[src/verilog/qpe_consts.svh]
`ifndef QPE_CONSTS_SVH
`define QPE_CONSTS_SVH

// Register byte offsets (low eight address bits)
`define QPE_A_CTRL   8'h00
`define QPE_A_POS_LO 8'h04
`define QPE_A_POS_HI 8'h08
`define QPE_A_TGT_LO 8'h0c
`define QPE_A_TGT_HI 8'h10
`define QPE_A_EDGE   8'h14
`define QPE_A_STAT   8'h18
`define QPE_A_MASK   8'h1c
`define QPE_A_PINS   8'h20
`define QPE_A_OUTS   8'h24
`define QPE_A_PHASE  8'h28

// Field positions
`define QPE_CTRL_SWAP   0
`define QPE_CTRL_HALL60 1
`define QPE_CTRL_INIT   2
`define QPE_STAT_POS    4

// Reset values
`define QPE_RST_EDGE  8'h00
`define QPE_RST_MASK  5'h00
`define QPE_RST_SINK  4'h0
`define QPE_PHASE_NONE 3'h7

// Synchroniser depth
`define QPE_SYNC_STAGES 2

`endif

[src/verilog/qpe_pkg.sv]
package qpe_pkg;

	typedef enum logic [1:0] {
		QPE_EDGE_NONE,
		QPE_EDGE_RISE,
		QPE_EDGE_FALL,
		QPE_EDGE_BOTH
	} qpe_edge_t;

	typedef struct packed {
		logic [63:0] pos;
		logic [63:0] tgt;
		logic [31:0] pos_hi_snap;
		logic        swap;
		logic        hall60;
		logic [2:0]  phase;
		logic [7:0]  edge_cfg;
		logic [4:0]  stat;
		logic [4:0]  mask;
		logic [3:0]  sink;
		logic [1:0]  ab_prev;
		logic [3:0]  din_prev;
		logic        hit_prev;
		logic [31:0] prdata;
		logic        pready;
		logic        pslverr;
		logic        irq;
	} qpe_state_t;

endpackage

[src/verilog/qpe_sync.sv]
`timescale 1ns/1ps
`default_nettype none
`include "qpe_consts.svh"

module qpe_sync #(
	parameter int W = 1
) (
	input  wire logic         pclk,
	input  wire logic         presetn,
	input  wire logic [W-1:0] d,
	output var  logic [W-1:0] q
);

	typedef struct packed {
		logic [W-1:0] s1;
		logic [W-1:0] s2;
	} qpe_sync_st_t;

	qpe_sync_st_t s;
	qpe_sync_st_t next_s;

	// First stage feeds only the second
	always_comb begin
		next_s.s1 = d;
		next_s.s2 = s.s1;
	end

	always_ff @(posedge pclk or negedge presetn) begin
		if (!presetn) begin
			s <= '0;
		end else begin
			s <= next_s;
		end
	end

	assign q = s.s2;

endmodule

`default_nettype wire

[src/verilog/qpe_top.sv]
`timescale 1ns/1ps
`default_nettype none
`include "qpe_consts.svh"

module qpe_top (
	input  wire logic        pclk,
	input  wire logic        presetn,
	input  wire logic        psel,
	input  wire logic        penable,
	input  wire logic        pwrite,
	input  wire logic [31:0] paddr,
	input  wire logic [31:0] pwdata,
	output var  logic [31:0] prdata,
	output var  logic        pready,
	output var  logic        pslverr,
	output var  logic        irq,
	input  wire logic        quad_phase_first,
	input  wire logic        quad_phase_second,
	input  wire logic        quad_index,
	input  wire logic [2:0]  hall,
	input  wire logic [3:0]  din,
	input  wire logic [3:0]  sink_in,
	output var  logic [3:0]  sink_out,
	output var  logic [3:0]  sink_oe
);

	qpe_pkg::qpe_state_t s;
	qpe_pkg::qpe_state_t next_s;

	logic [9:0] raw;
	logic [9:0] syn;
	logic       syn_a;
	logic       syn_b;
	logic       syn_idx;
	logic [2:0] syn_hall;
	logic [3:0] syn_din;

	assign raw = {quad_index, hall, din, quad_phase_second, quad_phase_first};

	qpe_sync #(
		.W(10)
	) u_sync (
		.pclk   (pclk),
		.presetn(presetn),
		.d      (raw),
		.q      (syn)
	);

	assign syn_a    = syn[0];
	assign syn_b    = syn[1];
	assign syn_din  = syn[5:2];
	assign syn_hall = syn[8:6];
	assign syn_idx  = syn[9];

	function automatic logic reg_ok(input logic [7:0] a);
		unique case (a)
			`QPE_A_CTRL, `QPE_A_POS_LO, `QPE_A_POS_HI, `QPE_A_TGT_LO,
			`QPE_A_TGT_HI, `QPE_A_EDGE, `QPE_A_STAT, `QPE_A_MASK,
			`QPE_A_PINS, `QPE_A_OUTS, `QPE_A_PHASE: reg_ok = 1'b1;
			default: reg_ok = 1'b0;
		endcase
	endfunction

	// None, rise, fall or both per input; every selected edge counts, bounce included
	function automatic logic edge_hit(
		input logic [1:0] cfg,
		input logic       rise,
		input logic       fall
	);
		qpe_pkg::qpe_edge_t m;
		m = qpe_pkg::qpe_edge_t'(cfg);
		unique case (m)
			qpe_pkg::QPE_EDGE_NONE: edge_hit = 1'b0;
			qpe_pkg::QPE_EDGE_RISE: edge_hit = rise;
			qpe_pkg::QPE_EDGE_FALL: edge_hit = fall;
			qpe_pkg::QPE_EDGE_BOTH: edge_hit = rise | fall;
		endcase
	endfunction

	// Hall code to sector; 60 degree sets invert the middle cell
	function automatic logic [2:0] hall_sector(
		input logic [2:0] h,
		input logic       sp60
	);
		logic [2:0] c;
		c = sp60 ? (h ^ 3'h2) : h;
		unique case (c)
			3'h1: hall_sector = 3'h0;
			3'h3: hall_sector = 3'h1;
			3'h2: hall_sector = 3'h2;
			3'h6: hall_sector = 3'h3;
			3'h4: hall_sector = 3'h4;
			3'h5: hall_sector = 3'h5;
			default: hall_sector = `QPE_PHASE_NONE;
		endcase
	endfunction

	logic [1:0]  ab;
	logic [1:0]  chg;
	logic [3:0]  rise;
	logic [3:0]  fall;
	logic [4:0]  ev;
	logic [4:0]  w1c;
	logic        acc;
	logic        wr;
	logic [7:0]  a8;
	logic [31:0] rd;

	always_comb begin
		next_s = s;
		a8     = paddr[7:0];
		acc    = psel & penable;
		wr     = acc & s.pready & pwrite & reg_ok(a8);
		w1c    = 5'h00;

		// Swap lets an opposite-ordered encoder count correctly
		ab  = s.swap ? {syn_a, syn_b} : {syn_b, syn_a};
		chg = ab ^ s.ab_prev;
		next_s.ab_prev = ab;
		// Single-phase change only; both at once is a glitch and is dropped
		if (chg == 2'b01 || chg == 2'b10) begin
			// Up when new A differs from old B: A leads B is clockwise
			if (ab[0] ^ s.ab_prev[1]) begin
				next_s.pos = s.pos + 64'h1;
			end else begin
				next_s.pos = s.pos - 64'h1;
			end
		end

		// Pin level taken as is: pads pull open inputs high
		rise = syn_din & ~s.din_prev;
		fall = ~syn_din & s.din_prev;
		next_s.din_prev = syn_din;
		for (int i = 0; i < 4; i++) begin
			ev[i] = edge_hit(s.edge_cfg[2*i +: 2], rise[i], fall[i]);
		end

		next_s.hit_prev = (s.pos == s.tgt);
		ev[`QPE_STAT_POS] = (s.pos == s.tgt) & ~s.hit_prev;

		if (wr) begin
			unique case (a8)
				`QPE_A_CTRL: begin
					next_s.swap   = pwdata[`QPE_CTRL_SWAP];
					next_s.hall60 = pwdata[`QPE_CTRL_HALL60];
					if (pwdata[`QPE_CTRL_INIT]) begin
						next_s.phase = hall_sector(syn_hall, pwdata[`QPE_CTRL_HALL60]);
					end
				end
				// Software preset of a word beats a same-cycle encoder step in that word; the other word keeps the step
				`QPE_A_POS_LO: next_s.pos[31:0]  = pwdata;
				`QPE_A_POS_HI: next_s.pos[63:32] = pwdata;
				`QPE_A_TGT_LO: next_s.tgt[31:0]  = pwdata;
				`QPE_A_TGT_HI: next_s.tgt[63:32] = pwdata;
				`QPE_A_EDGE:   next_s.edge_cfg   = pwdata[7:0];
				`QPE_A_STAT:   w1c               = pwdata[4:0];
				`QPE_A_MASK:   next_s.mask       = pwdata[4:0];
				`QPE_A_OUTS:   next_s.sink       = pwdata[3:0];
				default: ;
			endcase
		end

		// New event wins over a same-cycle clear
		next_s.stat = (s.stat & ~w1c) | ev;
		next_s.irq  = |(next_s.stat & next_s.mask);

		rd = 32'h0;
		unique case (a8)
			`QPE_A_CTRL:   rd = {29'h0, 1'b0, s.hall60, s.swap};
			`QPE_A_POS_LO: rd = s.pos[31:0];
			`QPE_A_POS_HI: rd = s.pos_hi_snap;
			`QPE_A_TGT_LO: rd = s.tgt[31:0];
			`QPE_A_TGT_HI: rd = s.tgt[63:32];
			`QPE_A_EDGE:   rd = {24'h0, s.edge_cfg};
			`QPE_A_STAT:   rd = {27'h0, s.stat};
			`QPE_A_MASK:   rd = {27'h0, s.mask};
			// Index is visible here only; counting never looks at it
			`QPE_A_PINS:   rd = {22'h0, syn_idx, syn_hall, syn_din, ab};
			`QPE_A_OUTS:   rd = {24'h0, sink_in, s.sink};
			`QPE_A_PHASE:  rd = {29'h0, s.phase};
			default:       rd = 32'h0;
		endcase

		// One wait state: answer comes on the second access edge
		if (acc && !s.pready) begin
			next_s.pready  = 1'b1;
			next_s.pslverr = ~reg_ok(a8);
			next_s.prdata  = rd;
			// Low word read freezes the high word for a torn-free pair
			if (!pwrite && a8 == `QPE_A_POS_LO) begin
				next_s.pos_hi_snap = s.pos[63:32];
			end
		end else begin
			next_s.pready  = 1'b0;
			next_s.pslverr = 1'b0;
		end
	end

	always_ff @(posedge pclk or negedge presetn) begin
		if (!presetn) begin
			s          <= '0;
			s.edge_cfg <= `QPE_RST_EDGE;
			s.mask     <= `QPE_RST_MASK;
			s.sink     <= `QPE_RST_SINK;
			s.phase    <= `QPE_PHASE_NONE;
		end else begin
			s <= next_s;
		end
	end

	assign prdata   = s.prdata;
	assign pready   = s.pready;
	assign pslverr  = s.pslverr;
	assign irq      = s.irq;
	// Open collector: low level driven only while asserted, else floats
	assign sink_out = 4'h0;
	assign sink_oe  = s.sink;

endmodule

`default_nettype wire
[config.mk]
export PLATFORM = sky130hd
export DESIGN_NAME = qpe_top
export DESIGN_NICKNAME = d
export VERILOG_FILES = /design/src/verilog/qpe_pkg.sv /design/src/verilog/qpe_sync.sv /design/src/verilog/qpe_top.sv
export VERILOG_INCLUDE_DIRS = /design/src /design/src/verilog
export SDC_FILE = /design/constraint.sdc
export NUM_CORES = 1
export LEC_CHECK = 0
export CAP_MARGIN = 0
export CORE_AREA = 2 2 210 191
export DETAILED_ROUTE_END_ITERATION = 10
export DIE_AREA = 0 0 212 193
export DONT_BUFFER_PORTS = 1
export PLACE_DENSITY = 0.57
export SLEW_MARGIN = 20
export SYNTH_ARGS = -nofsm -noshare
export SYNTH_HDL_FRONTEND = slang
export SYNTH_SLANG_ARGS = --single-unit
export TNS_END_PERCENT = 100
[constraint.sdc]
create_clock -name pclk -period 3.77 [get_ports pclk]
set_input_delay 0 -clock pclk [delete_from_list [all_inputs] [get_ports pclk]]
set_output_delay 0 -clock pclk [all_outputs]
set_load 0.01 [all_outputs]
==> impl_metrics.json, run 1 <==
{
  "synth.area.top_cells": "dfrtp_1 (40%), mux2_2 (8.7%), xnor2_1 (5.5%)",
  "dp_slack_ns": 0.168,
  "insertedDiodeCount": 0,
  "drc": 0,
  "tritoncts": "built",
  "relSlewSlack": 0.356,
  "worstReg2RegEnd": "s[211]$_DFF_PN0_",
  "clock_skew_ns": 0.0169,
  "routed_via_density": 6.19,
  "p_comb_frac": 0.260,
  "start_util": 0.394,
  "drive_above_1_share": 0.168,
  "crit_chain": "mux2i_4, xnor2_4, xnor2_1, ha_2, nand2_1, nor3_4, mux2i_2, o41ai_2, nand4b_1, mux2i_1, xnor2_1, o21ai_1",
  "slowest_stage": "mux2i_1",
  "rrSetupSlack_ns": 0.16,
  "synth_cells": 1660,
  "start_kind": "flop",
  "violations": "hold timing",
  "max_freq_mhz": 277,
  "reg2reg_depth": 12,
  "synthFlopType": "dfrtp_1",
  "synth_cell_types": 82,
  "grt_pass1_wl_um": 89800,
  "die-width_um": 212,
  "clk_pin_slew_ns": 0.06,
  "nets": 1770,
  "drtIter0Drc": 1582,
  "hp-class": "in -> async",
  "path_max_fanout": 5,
  "htree_levels": 1,
  "clockBufferDepth": 3,
  "fin_crit_ns": 3.61,
  "synth.most_common_cell": "dfrtp_1",
  "hold_viol": 249,
  "syn_area_mm2": 0.0153,
  "p_seq_frac": 0.412,
  "syn_to_final_growth_pct": 14.3,
  "pwr-share-clk": 0.328,
  "overflow": 0,
  "numCtsBuffers": 28,
  "fin_cells": 2231,
  "dp.cells": 2117,
  "ant_nets": 0,
  "endpoint_kind": "flop",
  "grt_pass1_vias": 13300,
  "whs_ns": -0.871,
  "worstReg2RegStart": "s[68]$_DFFE_PN0P_",
  "die_area_mm2": 0.0409,
  "power_w": 0.00823,
  "portBuffers": 0,
  "synth_commonest_cells": "dfrtp_1 (246), nor2_1 (167), nand2_1 (122), mux2_2 (119), xnor2_1 (97)",
  "cpPeakStageDelay_ns": 0.48,
  "leakagePower_nw": 6.92,
  "peakVddDrop_mv": 0.363,
  "ys_warn_count": 0,
  "crit_arrival_ns": 4.07,
  "p_sw_frac": 0.364,
  "path_delay_family": "multiplexers",
  "grt_start_max_net_pins": 250,
  "worst_slew_pin_slew_ns": 0.962,
  "io_pins": 126,
  "crit_top_cell": "xnor2_1",
  "clkLatencyLatePin_ns": 0.58,
  "crit_type": "reg -> reg",
  "synth_edf_count": 0,
  "dr.pass1.iters": 6,
  "vias": 13800,
  "wire_per_inst_um": 27.1,
  "yosys.area.top_type": "dfrtp_1",
  "fin_crit_sh": 0.959,
  "wirelength_um": 60500,
  "num-fill-cells": 3746,
  "place_area_mm2": 0.0160,
  "pwr_density_cell_mw_per_mm2": 470,
  "synth-seq-cells": 249,
  "final_area_mm2": 0.0175,
  "p_int_w": 0.00524,
  "synth-async-reset-ratio": 1.00,
  "fin_tns_setup_ns": 0,
  "syn_avg_cell_area_um2": 9.23,
  "setup_viol": 0,
  "hpwl_um": 44100,
  "worst-path-buf-inv": 0,
  "required_ns": 4.23,
  "clock_sinks": 249,
  "antenna_found_initial": 1,
  "grt.total_usage": 0.296,
  "root_buffer": "clkbuf_16",
  "fin_ws_ns": 0.156,
  "cts_setup_buffers": 0,
  "place_congestion": 1.00,
  "grt_setup_unrepaired": "false",
  "seq_area_frac_synth": 0.407,
  "core-area_mm2": 0.0389,
  "status": "complete, but fails checks",
  "die_h_um": 193,
  "holdBufCountCts": 63,
  "max_cap_viol_count": 0,
  "synth.top_cell.area_share": 0.402,
  "num_rows": 69,
  "maxSlewViolCount": 0,
  "power_switching_w": 0.00300
}
-- how the worst max path moves through the flow --
stage / from / end / slack [ns] / cells past startpoint
2_1_floorplan: s[68]$_DFFE_PN0P_ / s[227]$_DFF_PN0_ / 0.005 / 16
3_3_place_gp: s[189]$_DFF_PN0_ / s[209]$_DFF_PN0_ / 0.07 / 10
3_5_place_dp: s[189]$_DFF_PN0_ / s[209]$_DFF_PN0_ / 0.17 / 10
4_1_cts: s[189]$_DFF_PN0_ / s[209]$_DFF_PN0_ / 0.12 / 10
5_1_grt: s[68]$_DFFE_PN0P_ / s[211]$_DFF_PN0_ / 0.04 / 12
6_report: s[68]$_DFFE_PN0P_ / s[211]$_DFF_PN0_ / 0.16 / 12
-- layer usage --
layer,part of all wire,vias to the layer above,track usage
li1,-,6083,-
met3,0.079,92,0.0611
met2,0.42,588,0.434
met1,0.47,7035,0.443
met4,0.025,2,0.0758
met5,0.00020,-,0
-- kinds of logic (layout without fill, tap and decap cells) --
family,Yosys count,after routing,synth area share
adder cells (fa/ha/maj),9,9,0.00735
other,1,4,0.000245
flip-flops,249,249,0.407
multiplexers,159,159,0.115
XOR/XNOR,122,122,0.0715
buffers and inverters,198,234,0.0611
AND/OR/NAND/NOR,603,603,0.197
AO/OA/AOI/OAI,319,319,0.141
-- final cells by class --
class | instances | area, um2 | share of cell area
Tap cell | 532 | 666 | 0.0380
Sequential cell | 249 | 6230 | 0.356
Clock buffer | 47 | 853 | 0.0487
Multi-Input combinational cell | 1216 | 8250 | 0.471
Inverter | 22 | 82.6 | 0.00471
Timing Repair Buffer | 161 | 1400 | 0.0801
Clock inverter | 4 | 26.3 | 0.00150
-- timing repair --
| action | in CTS | in global routing |
|---|---|---|
| resized for setup | 0 | 1 |
| endpoints found under the setup margin | 0 | 1 |
| endpoints found under the hold margin | 420 | 249 |
-- stage by stage --
step,utilization,hold WS (ns)
4_1_cts,0.450,-0.898
5_1_grt,0.450,-0.896
3_3_place_gp,0.411,-0.288
2_1_floorplan,-,-0.296
6_report,0.450,-0.871
3_5_place_dp,0.411,-0.284
-- registers in the layout, summed over array words and instances (netlist names) --
name,count
s,190
prdata,32
u_sync.next_s,10
u_sync.q,10
sink_oe,4
irq,1
pready,1
pslverr,1
-- power by group through the flow --
stage / sequential, W / clock [W] / combinational [W]
floorplan: 0.00304 / 0 / 0.00162
global placement: 0.00342 / 0 / 0.00199
detailed placement: 0.00342 / 0 / 0.00199
CTS: 0.00337 / 0.00274 / 0.00208
global route: 0.00343 / 0.00285 / 0.00225
finish: 0.00340 / 0.00270 / 0.00214
-- cell usage in the layout, fill, tap and decap left out, types with 60 or more instances in the layout --
master / netlist / final
nor2_1: 167 / 163
dfrtp_1: 246 / 246
mux2_2: 119 / 119
dlygate4sd3_1: 0 / 63
nand3_1: 60 / 60
a21oi_1: 73 / 73
a22oi_1: 65 / 65
xnor2_1: 97 / 96
buf_4: 41 / 95
nand2_1: 122 / 121
nand4_1: 66 / 66
No activity file was read; power rests on OpenSTA's default activity.
==> inputs of run 2 (changes only) <==
Settings changed: CTS_BUF_LIST from default to sky130_fd_sc_hd__clkbuf_2.
==> run 2 against run 1 <==
The flow still finishes with violations (hold timing). Hold slack worse by 0.37 ns. Largest cell class unchanged. Sequential share of layout area is 1.3 points lower. Setup slack worse by 0.052 ns. Critical endpoint is now s[222]$_DFF_PN0_.
==> impl_metrics.json, run 2 (same netlist as run 1, synthesis figures left out) <==
{
  "slowest_stage": "dlygate4sd3_1",
  "ant_nets": 0,
  "pwr_density_cell_mw_per_mm2": 429,
  "fin_crit_ns": 3.67,
  "rrSetupSlack_ns": 0.10,
  "die_area_mm2": 0.0409,
  "worstReg2RegStart": "s[68]$_DFFE_PN0P_",
  "crit_start": "s[68]$_DFFE_PN0P_",
  "routed_via_density": 6.06,
  "drc": 0,
  "leakagePower_nw": 7.38,
  "endpoint": "s[222]$_DFF_PN0_",
  "maxSlewViolCount": 0,
  "drive_above_1_share": 0.196,
  "clkLatencyLatePin_ns": 0.98,
  "max_cap_viol_count": 0,
  "numCtsBuffers": 70,
  "start_kind": "flop",
  "max_freq_mhz": 273,
  "violations": "hold timing",
  "relSlewSlack": 0.381,
  "wire_per_inst_um": 26.1,
  "grt_setup_unrepaired": "false",
  "nets": 1894,
  "hpwl_um": 44100,
  "num_rows": 69,
  "regMostFlops": "s",
  "layout_commonest_cell": "dfrtp_1",
  "syn_to_final_growth_pct": 18.6,
  "holdBufCountCts": 146,
  "start_util": 0.394,
  "hold_viol": 249,
  "final_cell_mix": "dfrtp_1 (246), nor2_1 (163), dlygate4sd3_1 (145)",
  "whs_ns": -1.24,
  "grt_pass1_wl_um": 92500,
  "crit_arrival_ns": 4.50,
  "hp-class": "in -> async",
  "clock_skew_ns": 0.0874,
  "grt_start_max_net_pins": 250,
  "portBuffers": 0,
  "io_pins": 126,
  "drtIter0Drc": 1649,
  "clk_pin_slew_ns": 0.11,
  "multi_input_area_mm2": 0.00827,
  "num-fill-cells": 3782,
  "core-area_mm2": 0.0389,
  "worstReg2RegEnd": "s[222]$_DFF_PN0_",
  "required_ns": 4.61,
  "endpoint_kind": "flop",
  "worst_slew_pin_slew_ns": 0.926,
  "crit_chain": "mux2i_4, buf_4, xor2_4, mux2i_1, o32a_1, nor3_4, mux2i_2, xor2_1, o21ai_1, dlygate4sd3_1",
  "clock_sinks": 249,
  "path_max_fanout": 11,
  "dr.pass1.iters": 6,
  "overflow": 0,
  "grt_pass1_vias": 14300,
  "fin_tns_setup_ns": 0,
  "vias": 14400,
  "regArea_mm2": 0.00623,
  "die_h_um": 193,
  "grt.total_usage": 0.307,
  "wirelength_um": 62200,
  "setup_viol": 0,
  "htree_levels": 3,
  "tritoncts": "built",
  "root_buffer": "clkbuf_2",
  "cpPeakStageDelay_ns": 0.55,
  "clockBufferDepth": 3,
  "status": "complete, but fails checks",
  "reg2reg_depth": 10,
  "largest_reg_flops": 190,
  "power_w": 0.00780,
  "die-width_um": 212,
  "fin_crit_sh": 0.972,
  "antenna_found_initial": 2,
  "peakVddDrop_mv": 0.190,
  "place_congestion": 1.00,
  "crit_type": "reg -> reg"
}
[run 2: changes by cell type in the layout (fill, tap and decap cells not counted), moves of 4 or more]
cell,previous run,this run
bufinv_16,0,4
dlygate4sd3_1,63,145
clkbuf_1,12,0
clkbuf_8,6,0
clkinv_1,0,8
clkbuf_16,29,0
clkbuf_2,0,103
[run 2: layout make-up]
| cell class | count | area share |
|---|---|---|
| sequential | 249 | 0.343 |
| antenna | 2 | 0.000275 |
| clock buffer | 103 | 0.0284 |
| inverter | 22 | 0.00454 |
| tap | 532 | 0.0366 |
| multi-input combinational | 1216 | 0.455 |
| timing repair buffer | 243 | 0.123 |
| clock inverter | 16 | 0.00943 |
[run 2: timing repair]
item | 4_1_cts | 5_1_grt
setup endpoints to repair | 0 | 6
setup buffers | 0 | 0
endpoints found under the hold margin | 480 | 249
gates resized for setup | 0 | 9
[run 2: power breakdown]
| group | internal [W] | switching, W | total (W) | leakage, nW |
|---|---|---|---|---|
| Combinational | 0.000840 | 0.00135 | 0.00219 | 3.79 |
| Clock | 0.000994 | 0.00123 | 0.00222 | 0.509 |
| Sequential | 0.00289 | 0.000496 | 0.00339 | 3.09 |
| Total | 0.00473 | 0.00307 | 0.00780 | 7.38 |
[run 2: routing by layer]
metal  part of all wire  vias up  track usage
met1               0.46     7293        0.443
met5            0.00018        -            0
met4              0.029        2        0.108
li1                   -     6374            -
met3              0.083      110       0.0719
met2               0.43      667        0.449
[run 2: worst min path at each step]
stage                                            end  slack, ns  depth (start not counted)
after detailed placement  u_sync.next_s[7]$_DFF_PN0_      -0.28                          0
after CTS                           s[218]$_DFF_PN0_      -1.39                          0
after floorplan                        irq$_DFF_PN0_      -0.30                          0
after global placement         u_sync.q[8]$_DFF_PN0_      -0.29                          0
final                             s[139]$_DFFE_PN0P_      -1.24                          0
after global routing                s[218]$_DFF_PN0_      -1.37                          0
[run 2: stage by stage]
step           hold WS [ns]  std cells   util  cell area (um2)  setup WS (ns)
3_5_place_dp         -0.284       2117  0.411            16000          0.168
5_1_grt               -1.37       2383  0.467            18200         0.0238
6_report              -1.24       2383  0.467            18200          0.104
2_1_floorplan        -0.296       1663      -            15400        0.00461
3_3_place_gp         -0.288       2117  0.411            16000         0.0675
4_1_cts               -1.39       2382  0.466            18100         0.0170
[run 2: worst max-delay path, delay by kind of cell (launching register included)]
kind,cells,cell delay (ns)
buf+inv,2,0.75
xor+xnor,2,0.61
mux,3,0.82
flops,1,0.46
simple gates,1,0.32
compound gates,2,0.56
